**src/pkg/esled_consts.vh**
```
// esled_consts.vh: timing counts and encodings for the status led driver
// assumes a 10 MHz clock (100 ns period)
`ifndef ESLED_CONSTS_VH
`define ESLED_CONSTS_VH

// ----------------------------------------
// clock and tick
// ----------------------------------------
`define ESLED_CLK_HZ 10000000
`define ESLED_TICK_US 1000
// cycles per 1 ms tick
`define ESLED_TICK_CYC ((`ESLED_CLK_HZ / 1000000) * `ESLED_TICK_US)

// ----------------------------------------
// led and jabber intervals, in ms ticks
// ----------------------------------------
`define ESLED_TX_OFF_MS 90
`define ESLED_TX_MIN_ON_MS 18
`define ESLED_RX_OFF_MS 90
`define ESLED_LINK_ON_MS 786
`define ESLED_COL_ON_MS 25
`define ESLED_JABBER_MS 26

// ----------------------------------------
// port select encodings
// ----------------------------------------
`define ESLED_PORT_10BASE2 2'b10

`endif

```
**src/hdl/esled_interval.v**
```verilog
// esled_interval.v: retriggerable millisecond interval timer
// assumes tick is a one-cycle pulse once per ms, start is one cycle
`timescale 1ns/100ps

module esled_interval #(
   parameter W = 10
) (
   input wire clk,
   input wire rst_n,
   input wire tick,
   input wire start,
   input wire [W-1:0] length,
   output reg busy
);

   reg [W-1:0] cnt_reg;

   // start reloads the full length, so a fresh event restarts the interval
   // an extra tick is counted since the first tick may come at once
   always @(posedge clk or negedge rst_n) begin
      if (!rst_n) begin
         cnt_reg <= {W{1'b0}};
         busy <= 1'b0;
      end else if (start) begin
         cnt_reg <= length;
         busy <= 1'b1;
      end else if (tick && busy) begin
         if (cnt_reg == {W{1'b0}}) begin
            busy <= 1'b0;
         end else begin
            cnt_reg <= cnt_reg - {{(W-1){1'b0}}, 1'b1};
         end
      end
   end

endmodule // esled_interval

```
**src/hdl/esled_top.v**
```verilog
// esled_top.v: status led driver of an ethernet controller
// assumes event inputs are one-cycle pulses or levels synchronous to clk
//
// Behaviour
// transmit led active low, lit by default
// transmitted packet turns transmit led off 90ms
// transmit led stays lit 18ms between blinks
// receive led active low, lit by default
// received packet turns receive led off 90ms
// link test on and failed: receive led off
// link up: receive led lit 786ms first
// collision led active low, unlit by default
// collision lights led 25ms, retriggerable
// jabber keeps collision led lit
// thin select when port field is 10base2
// transmitter active over 26ms enters jabber
// collision is transmit and receive both active
// no valid link pulses means link failed; the code flags it only while link_test_en is high
// ms counters from clock, reset restores defaults
`timescale 1ns/100ps
`include "esled_consts.vh"

module esled_top (
   input wire clk,
   input wire arst_n,
   input wire tx_active,
   input wire rx_active,
   input wire tx_done,
   input wire rx_done,
   input wire link_pulse_ok,
   input wire link_test_en,
   input wire port_select_hi,
   input wire port_select_lo,
   output reg tx_power_led_n,
   output reg tx_power_led_n_oe_n,
   output reg rx_link_led_n,
   output reg rx_link_led_n_oe_n,
   output reg collision_jabber_led_n,
   output reg collision_jabber_led_n_oe_n,
   output reg thin_select,
   output reg jabber,
   output reg link_failed,
   output reg tx_enable
);

   // ----------------------------------------
   // reset release
   // ----------------------------------------
   reg rst_meta_reg;
   reg rst_n_reg;
   always @(posedge clk or negedge arst_n) begin
      if (!arst_n) begin
         rst_meta_reg <= 1'b0;
         rst_n_reg <= 1'b0;
      end else begin
         rst_meta_reg <= 1'b1;
         rst_n_reg <= rst_meta_reg;
      end
   end

   // ----------------------------------------
   // millisecond tick
   // ----------------------------------------
   localparam integer TICK_M1 = `ESLED_TICK_CYC - 1;
   localparam [13:0] TICK_LAST = TICK_M1[13:0];
   reg [13:0] div_reg;
   reg tick_reg;
   always @(posedge clk or negedge rst_n_reg) begin
      if (!rst_n_reg) begin
         div_reg <= 14'h0000;
         tick_reg <= 1'b0;
      end else if (div_reg == TICK_LAST) begin
         div_reg <= 14'h0000;
         tick_reg <= 1'b1;
      end else begin
         div_reg <= div_reg + 14'h0001;
         tick_reg <= 1'b0;
      end
   end

   // ----------------------------------------
   // collision and jabber detection
   // ----------------------------------------
   wire collision = tx_active & rx_active;
   reg [4:0] jab_ms_reg;
   reg jabber_reg;
   always @(posedge clk or negedge rst_n_reg) begin
      if (!rst_n_reg) begin
         jab_ms_reg <= 5'h00;
         jabber_reg <= 1'b0;
      end else if (!tx_active) begin
         // jabber clears once the transmitter goes quiet
         jab_ms_reg <= 5'h00;
         jabber_reg <= 1'b0;
      end else if (tick_reg && !jabber_reg) begin
         if (jab_ms_reg == 5'd`ESLED_JABBER_MS) begin
            jabber_reg <= 1'b1;
         end else begin
            jab_ms_reg <= jab_ms_reg + 5'h01;
         end
      end
   end

   // ----------------------------------------
   // link monitor
   // ----------------------------------------
   reg link_fail_reg;
   // link test off reads as link good, so turning it off ends a failure
   always @(posedge clk or negedge rst_n_reg) begin
      if (!rst_n_reg) begin
         link_fail_reg <= 1'b0;
      end else begin
         link_fail_reg <= link_test_en & ~link_pulse_ok;
      end
   end

   // ----------------------------------------
   // interval lengths
   // ----------------------------------------
   // all esled_interval timers share one width; the link window is the widest
   function [9:0] ms_len;
      input integer ms;
      begin
         ms_len = ms[9:0];
      end
   endfunction

   localparam [9:0] TX_OFF_LEN = ms_len(`ESLED_TX_OFF_MS);
   localparam [9:0] TX_HOLD_LEN = ms_len(`ESLED_TX_MIN_ON_MS);
   localparam [9:0] RX_OFF_LEN = ms_len(`ESLED_RX_OFF_MS);
   localparam [9:0] LINK_ON_LEN = ms_len(`ESLED_LINK_ON_MS);
   localparam [9:0] COL_ON_LEN = ms_len(`ESLED_COL_ON_MS);

   // ----------------------------------------
   // transmit led sequencer
   // ----------------------------------------
   localparam [2:0] TX_LIT = 3'h1;
   localparam [2:0] TX_DARK = 3'h2;
   localparam [2:0] TX_HOLD = 3'h4;

   wire tx_off_busy;
   wire tx_hold_busy;
   reg [2:0] tx_state_reg;
   reg [2:0] tx_state_next;
   reg tx_off_go;
   reg tx_hold_go;

   // timer and state move on one edge, so no cycle slips between them
   always @* begin
      tx_state_next = tx_state_reg;
      tx_off_go = 1'b0;
      tx_hold_go = 1'b0;
      case (tx_state_reg)
         TX_LIT: begin
            if (tx_done) begin
               tx_state_next = TX_DARK;
               tx_off_go = 1'b1;
            end
         end
         TX_DARK: begin
            if (!tx_off_busy) begin
               tx_state_next = TX_HOLD;
               tx_hold_go = 1'b1;
            end
         end
         TX_HOLD: begin
            // blinks asked for here are dropped, the lit gap is kept
            if (!tx_hold_busy) begin
               tx_state_next = TX_LIT;
            end
         end
         default: begin
            tx_state_next = TX_LIT;
         end
      endcase
   end

   always @(posedge clk or negedge rst_n_reg) begin
      if (!rst_n_reg) begin
         tx_state_reg <= TX_LIT;
      end else begin
         tx_state_reg <= tx_state_next;
      end
   end

   esled_interval #(.W(10)) u_tx_off (
      .clk(clk),
      .rst_n(rst_n_reg),
      .tick(tick_reg),
      .start(tx_off_go),
      .length(TX_OFF_LEN),
      .busy(tx_off_busy)
   );
   esled_interval #(.W(10)) u_tx_hold (
      .clk(clk),
      .rst_n(rst_n_reg),
      .tick(tick_reg),
      .start(tx_hold_go),
      .length(TX_HOLD_LEN),
      .busy(tx_hold_busy)
   );

   // ----------------------------------------
   // receive led sequencer
   // ----------------------------------------
   localparam [3:0] RX_LIT = 4'h1;
   localparam [3:0] RX_DARK = 4'h2;
   localparam [3:0] RX_FAIL = 4'h4;
   localparam [3:0] RX_SETTLE = 4'h8;

   wire rx_off_busy;
   wire link_on_busy;
   reg [3:0] rx_state_reg;
   reg [3:0] rx_state_next;
   reg rx_off_go;
   reg link_on_go;

   always @* begin
      rx_state_next = rx_state_reg;
      rx_off_go = 1'b0;
      link_on_go = 1'b0;
      case (rx_state_reg)
         RX_LIT: begin
            if (rx_done) begin
               rx_state_next = RX_DARK;
               rx_off_go = 1'b1;
            end
         end
         RX_DARK: begin
            // a new packet restarts the full off time
            if (rx_done) begin
               rx_off_go = 1'b1;
            end else if (!rx_off_busy) begin
               rx_state_next = RX_LIT;
            end
         end
         RX_FAIL: begin
            if (!link_fail_reg) begin
               rx_state_next = RX_SETTLE;
               link_on_go = 1'b1;
            end
         end
         RX_SETTLE: begin
            // packets in the settle window are dropped, not queued
            if (!link_on_busy) begin
               rx_state_next = RX_LIT;
            end
         end
         default: begin
            rx_state_next = RX_LIT;
         end
      endcase
      // a failing link overrides every state
      if (link_fail_reg) begin
         rx_state_next = RX_FAIL;
         rx_off_go = 1'b0;
      end
   end

   always @(posedge clk or negedge rst_n_reg) begin
      if (!rst_n_reg) begin
         rx_state_reg <= RX_LIT;
      end else begin
         rx_state_reg <= rx_state_next;
      end
   end

   esled_interval #(.W(10)) u_rx_off (
      .clk(clk),
      .rst_n(rst_n_reg),
      .tick(tick_reg),
      .start(rx_off_go),
      .length(RX_OFF_LEN),
      .busy(rx_off_busy)
   );
   esled_interval #(.W(10)) u_link_on (
      .clk(clk),
      .rst_n(rst_n_reg),
      .tick(tick_reg),
      .start(link_on_go),
      .length(LINK_ON_LEN),
      .busy(link_on_busy)
   );

   // ----------------------------------------
   // collision timer
   // ----------------------------------------
   wire col_busy;
   esled_interval #(.W(10)) u_col (
      .clk(clk),
      .rst_n(rst_n_reg),
      .tick(tick_reg),
      .start(collision),
      .length(COL_ON_LEN),
      .busy(col_busy)
   );

   // ----------------------------------------
   // led and pin registers
   // ----------------------------------------
   // led pins are open drain: oe_n low pulls the led on, high releases it
   always @(posedge clk or negedge rst_n_reg) begin
      if (!rst_n_reg) begin
         tx_power_led_n <= 1'b0;
         tx_power_led_n_oe_n <= 1'b0;
         rx_link_led_n <= 1'b0;
         rx_link_led_n_oe_n <= 1'b0;
         collision_jabber_led_n <= 1'b0;
         collision_jabber_led_n_oe_n <= 1'b1;
         thin_select <= 1'b0;
         jabber <= 1'b0;
         link_failed <= 1'b0;
         tx_enable <= 1'b1;
      end else begin
         tx_power_led_n <= 1'b0;
         tx_power_led_n_oe_n <= (tx_state_reg == TX_DARK);
         rx_link_led_n <= 1'b0;
         // a failed link darkens at once, the settle state keeps it lit
         rx_link_led_n_oe_n <= link_fail_reg |
            (rx_state_reg == RX_DARK);
         collision_jabber_led_n <= 1'b0;
         collision_jabber_led_n_oe_n <=
            ~(col_busy | jabber_reg);
         thin_select <= ({port_select_hi, port_select_lo} ==
            `ESLED_PORT_10BASE2);
         jabber <= jabber_reg;
         link_failed <= link_fail_reg;
         tx_enable <= ~jabber_reg & ~link_fail_reg;
      end
   end

endmodule // esled_top

```
**config.mk**
```make
export PLATFORM = sky130hd
export DESIGN_NAME = esled_top
export DESIGN_NICKNAME = d
export VERILOG_FILES = /design/src/hdl/esled_interval.v /design/src/hdl/esled_top.v
export VERILOG_INCLUDE_DIRS = /design/src /design/src/pkg
export SDC_FILE = /design/constraint.sdc
export NUM_CORES = 1
export LEC_CHECK = 0
export BUFFER_PORTS_ARGS = -buffer_cell sky130_fd_sc_hd__buf_2
export CELL_PAD_IN_SITES_DETAIL_PLACEMENT = 1
export CELL_PAD_IN_SITES_GLOBAL_PLACEMENT = 2
export CORE_MARGIN = 2
export CORE_UTILIZATION = 40
export CTS_CLUSTER_DIAMETER = 30
export DETAILED_ROUTE_END_ITERATION = 12
export HOLD_SLACK_MARGIN = 0.02
export PLACE_DENSITY = 0.88
export REMOVE_ABC_BUFFERS = 1
export SYNTH_ARGS = -nofsm -noshare
export SYNTH_HDL_FRONTEND = slang
export SYNTH_SLANG_ARGS = --single-unit
```
**constraint.sdc**
```tcl
create_clock -name clk -period 3.85 [get_ports clk]
set_input_delay 0 -clock clk [delete_from_list [all_inputs] [get_ports clk]]
set_output_delay 0 -clock clk [all_outputs]
set_load 0.1 [all_outputs]
```
; Word-level counts from Yosys, hierarchy flattened
; Cells that the tools add are included.
[word_totals]
inputBits = 10
regBits = 93
word_cells = 161
output_inout_bits = 10
[classes]
eq_ne = 25
mux = 57
n_reduce_logical = 37
n_bitwise = 9
addsub = 7
[ops]
columns = operator, n
row1 = two-way mux 10 bit, 15
row2 = logical NOT 10 bit, 5
row3 = subtractor 10 x 1 -> 10 bit (second input constant), 5
row4 = two-way mux 1 bit, 28
row5 = AND reduction 2 bit, 12
row6 = two-way mux 4 bit, 5
row7 = nonzero test 2 bit, 10
row8 = inequality test 2 bit (second input constant), 9
row9 = case mux 4 bit (4 select lines), 1
row10 = two-way mux 5 bit, 3
row11 = adder 14 x 1 -> 14 bit (second input constant), 1
row12 = == test 14 bit (second input constant), 1
row13 = two-way mux 14 bit, 1
row14 = inequality test 3 bit (second input constant), 4
row15 = two-way mux 3 bit, 3
row16 = case mux 3 bit (3 select lines), 1
row17 = logical AND 1 bit, 6
row18 = adder 5 x 1 -> 5 bit (second input constant), 1
row19 = == test 5 bit (second input constant), 1
row20 = == test 4 x 1 -> 1 bit (second input constant), 1
row21 = == test 4 x 2 -> 1 bit (second input constant), 1
row22 = == test 4 x 3 -> 1 bit (second input constant), 1
row23 = == test 4 bit (second input constant), 1
row24 = inequality test 2 x 1 -> 1 bit (second input constant), 2
row25 = other kinds (11), 17

; Logic depth before layout (Yosys ltp)
[depth]
word_depth = 6
ltp_mapped = 7

; By module
; Synthesis repeated with hierarchy kept, for this count alone.
[unflattened]
cells_unflattened = 522
hier_area_um2 = 5011.1
[modules_own_cells]
columns = mod, area_each_um2, n_inst, cells_per_inst, seq_area_each_um2
row1 = esled_interval at u_col ..., 673.1, 4, 76, 275.3
row2 = esled_top, 1645.3, 1, 144, 955.9
row3 = esled_interval at u_link_on, 673.1, 1, 74, 275.3

; Least setup slack after synthesis
; Ideal clock, no wire load.
[synth_path]
path_kind = flip-flop to flip-flop
from = register u_link_on.cnt_reg[0]
to = register u_link_on.busy
stages_incl_launch_ff = 7
t_arrival_ns = 1.763
slack_ns = 1.969
synth_period_minus_slack_ns = 1.881
cell_sequence = dfrtp_1 > inv_1 > ha_1 > or4b_1 > nor3_1 > nand2_1 > a21o_1
[synth_via]
elab_chain_len = 3
[synth_lines]
columns = item, line_no
row1 = "start, declared", esled_interval.v:16  ; reg [W-1:0] cnt_reg;
row2 = "start signal, assigned", esled_interval.v:22  ; cnt_reg <= {W{1'b0}};
row3 = "start signal, assigned", esled_interval.v:25  ; cnt_reg <= length;
row4 = "start signal, assigned", esled_interval.v:31  ; cnt_reg <= cnt_reg - {{(W-1){1'b0}}, 1'b1};
row5 = logical NOT 10 bit, esled_interval.v:28  ; if (cnt_reg == {W{1'b0}}) begin
row6 = nonzero test 2 bit (no source line), --
row7 = AND reduction 2 bit (no source line), --
row8 = "end signal, assigned", esled_interval.v:23  ; busy <= 1'b0;
row9 = "end signal, assigned", esled_interval.v:26  ; busy <= 1'b1;
row10 = "end signal, assigned", esled_interval.v:29  ; busy <= 1'b0;
row11 = "end, declared", esled_interval.v:13  ; output reg busy
; No other way between the ends.
; A chain may end at the register's enable or synchronous reset.

; Worst setup path in the final report
[layout_path]
from = register u_col.cnt_reg[5]
to = register u_col.cnt_reg[9]
[layout_via]
elab_chain_len = 4
word_cells_on_any_way = 7
cone_classes = add/sub (1) / eq/ne (1) / mux (3) / reduce/logical (2)
[layout_lines]
columns = item, line_no
row1 = "start, declared", esled_interval.v:16
row2 = "start signal, assigned", esled_interval.v:22
row3 = "start signal, assigned", esled_interval.v:25
row4 = "start signal, assigned", esled_interval.v:31
row5 = subtractor 10 x 1 -> 10 bit, esled_interval.v:31
row6 = two-way mux 10 bit, esled_interval.v:28
row7 = two-way mux 10 bit, esled_interval.v:27  ; end else if (tick && busy) begin
row8 = two-way mux 10 bit, esled_interval.v:24  ; end else if (start) begin
; Parallel ways exist; a longest one is shown, timed or not. The select of a mux whose other input is x is not followed.

==> run metrics <==
Vert. Die Dim=around 110 um; post-layout minimum cycle time=2.38 ns; Startpoint Class=flop; gpl congestion=~0.76; Post-synth top flop=dfrtp_1; ANT nets after route=0; critical path class=flop to flop; Row Count=39; Pleak=0.00209 uW; CP Max Fanout=11; total CTS buffers=9; Max Buffers Root-to-Sink=2; Fin. Hold Viols=0; Pwr Total=between 2000 and 2500 uW; CP Data Required Time=a little over 4 ns; Cells after DPL=603; Congestion Overflow GR=0; Post-synth EDFFs=0; VDD IR max=0.000289 V; Final #Nets=between 400 and 500; ranking of synthesized cells by area=dfrtp_1 48%, nor2_1 3.2%, a21oi_1 2.9%; Met2 Routed Length=about 5000 um; max FFs per register=14; Die Area=12400 um2; Synthesis Warnings=0; global-route wire length before repair=about 18000 um; area occupied by multi-input gates=between 2000 and 2500 um2; core area=between 10000 and 15000 um2; # diodes=0; number of global-route vias before repair=about 3700; # fillers=around 1300; clock tree sinks=between 90 and 100; Seq cells post-synth=93; Starting Density=roughly two fifths; Ports=20; reg2reg setup slack=roughly 1.5 ns; Area Growth Syn to Fin=12.9%; Port-buffer cells=16; FF/Latch Area=2340 um2; GRT Total Usage=between 10% and 20%; Reg clk slew, reported paths=0.06 ns; count of different cell masters after synthesis=61; M1 WL=4540 um; CP Capture Type=flop; detailed-route via count=between 3000 and 4000; post-synth top area share=about half; CTS H-tree lvls=3; Initial DRC Count=just under 90; Slew headroom=just over 20%; post_cts resized=0; largest area contributor in the synthesized netlist=dfrtp_1; sequential area share after synthesis=about half; Max Slew Vio Count=0; outcome=complete, no violations; placed wire-length estimate=6790 um; WHS Endpoint=u_col.cnt_reg[4]; share of cells above drive strength 1=a little under an eighth; Top Layer Used=met4; clock root cell=clkbuf_16; fmax=about 0.42 GHz; HP Start=rx_active; total negative slack=0 ns; Hold Slack=0.0594 ns; pwr/cell area=around 430 nW/um2; period utilization=between 60% and 70%; Skew-Pair Late Insertion Delay=roughly 0.34 ns; Met3 Routed Length=around 190 um; Vias/cell=5.63; cells on worst reg2reg path=4; drt pass-1 iters=4; largest net degree at the start of global routing=67; Synth Cell Area=between 4000 and 5000 um2; r2r startpoint=u_col.cnt_reg[5]; initial antenna violation count=0; RR Endpoint=u_col.cnt_reg[9]; average size of a mapped cell=between 10 and 15 um2; final instance area=5190 um2; total length of routed wires=between 9000 and 10000 um; Post-Place Cell Area=4810 um2; Critical Path AT=between 2 and 3 ns; worst-margin pin slew=1.18 ns; Syn Inst Count=between 400 and 500; max cap viols=0; Finish-stage setup viols=0; DRC viols=0; wire per inst=15.8 um; clk_skew=~0.0066 ns; postcts setup bufs=0; TritonCTS clock tree=yes; hold path depth=3; RSZ-0062 raised after global routing=no; async set-or-reset flop fraction in the synthesized netlist=100%; CTS Hold Bufs=8; post-route insts no fill=about 630; Hold Path Class=input port to flop; Die Width=111 um
-- per-layer routing --
| metal | track usage, % | vias to the layer above |
|---|---|---|
| met5 | 0 | - |
| met4 | 8.07 | 0 |
| met3 | 3.34 | 19 |
| met2 | 29.8 | 28 |
| met1 | 21.4 | 1773 |
| li1 | - | 1710 |
-- worst max-delay path by stage --
stage | from | endpoint | depth (start not counted)
6_report | u_col.cnt_reg[5] | u_col.cnt_reg[9] | 4
5_1_grt | u_col.cnt_reg[5] | u_col.cnt_reg[9] | 4
4_1_cts | u_col.cnt_reg[5] | u_col.cnt_reg[9] | 4
3_5_place_dp | u_col.cnt_reg[5] | u_col.cnt_reg[9] | 4
3_3_place_gp | u_col.cnt_reg[5] | u_col.cnt_reg[9] | 4
2_1_floorplan | rst_n_reg | div_reg[0] | 0
-- final cells by class --
class	count	share of cell area [%]
sequential	93	45.0
multi-input combinational	333	41.2
clock buffer	11	4.67
tap	143	3.45
timing repair buffer	26	3.37
inverter	16	1.16
clock inverter	5	1.13
-- where the power goes --
| group | internal [uW] | leakage, uW | switching, uW |
|---|---|---|---|
| combinational | 78.7 | 0.000830 | 148 |
| clock | 522 | 0.000142 | 375 |
| sequential | 1040 | 0.00112 | 76.0 |
-- worst max-delay path: stages, from the launching register on --
cell     delay [ns]
dfrtp_1        0.42
nor4_1         0.67
nand4_1        0.54
nand4_1        0.28
mux2_2         0.35
-- synth_stat cells (2+ instances only) --
library cell   n
a211oi_1       3
a21o_1         4
a21oi_1       27
a31o_2         5
a31oi_1        5
a41o_1         2
and2_1         8
and3_1         6
and4_1         4
buf_2          3
buf_4          3
clkbuf_1      10
conb_1         2
dfrtp_1       89
dfstp_2        4
ha_1           8
inv_1         16
mux2i_1        3
nand2_1       25
nand2b_1       8
nand3_1       21
nand3b_1       4
nand4_1        5
nand4b_1       2
nor2_1        39
nor2b_1        8
nor3_1        15
nor3b_1        3
nor4_1         7
nor4b_1        2
o2111ai_1      3
o211ai_1       4
o21a_1         2
o21ai_0       19
o311ai_0       3
o31ai_1        5
o41ai_1        4
or2_2          3
or3_1         12
or3_2          2
or3_4          2
or4_1         12
or4b_1         3
xnor2_1       14
xor2_1        12
-- logic make-up (layout without fill, tap and decap cells) --
family                     after synthesis  in the layout  share of synthesized area, %
muxes                                    4              4                         0.898
other                                    2              4                         0.163
xor gates and xnor gates                26             26                          4.95
buffers and inverters                   33             58                          3.02
AOI/OAI and AO/OA                       94             94                          13.7
and+or+nand+nor                        197            197                          24.4
adders and majority gates                8              8                          2.18
DFF                                     93             93                          50.7
-- through the flow --
stage          setup slack (ns)  util (%)
2_1_floorplan              1.07         -
3_3_place_gp               1.67      42.5
3_5_place_dp               1.53      42.5
4_1_cts                    1.52      45.9
5_1_grt                    1.21      45.9
6_report                   1.47      45.9
-- placed cells by master, fill, tap and decap left out, drive strengths merged, types with 4 or more instances in the layout --
cell type and instances:
a21oi 27, a31o 5, a21o 4, o31ai 6, a31oi 5, or4b 4, o21ai 19, nor2b 8
nor2 39, ha 8, buf 18, dfstp 4, or3 16, dfrtp 89, inv 17, nor3 16
and4 4, and2 8, and3 6, nand3b 4, nand4 5, nand2b 8, dlygate4sd3 8, clkbuf 11
xor2 12, o211ai 4, nand2 25, nand3 21, or4 12, xnor2 14, o41ai 4, nor4 7
conb 4
(Power assumes the default switching activity.)
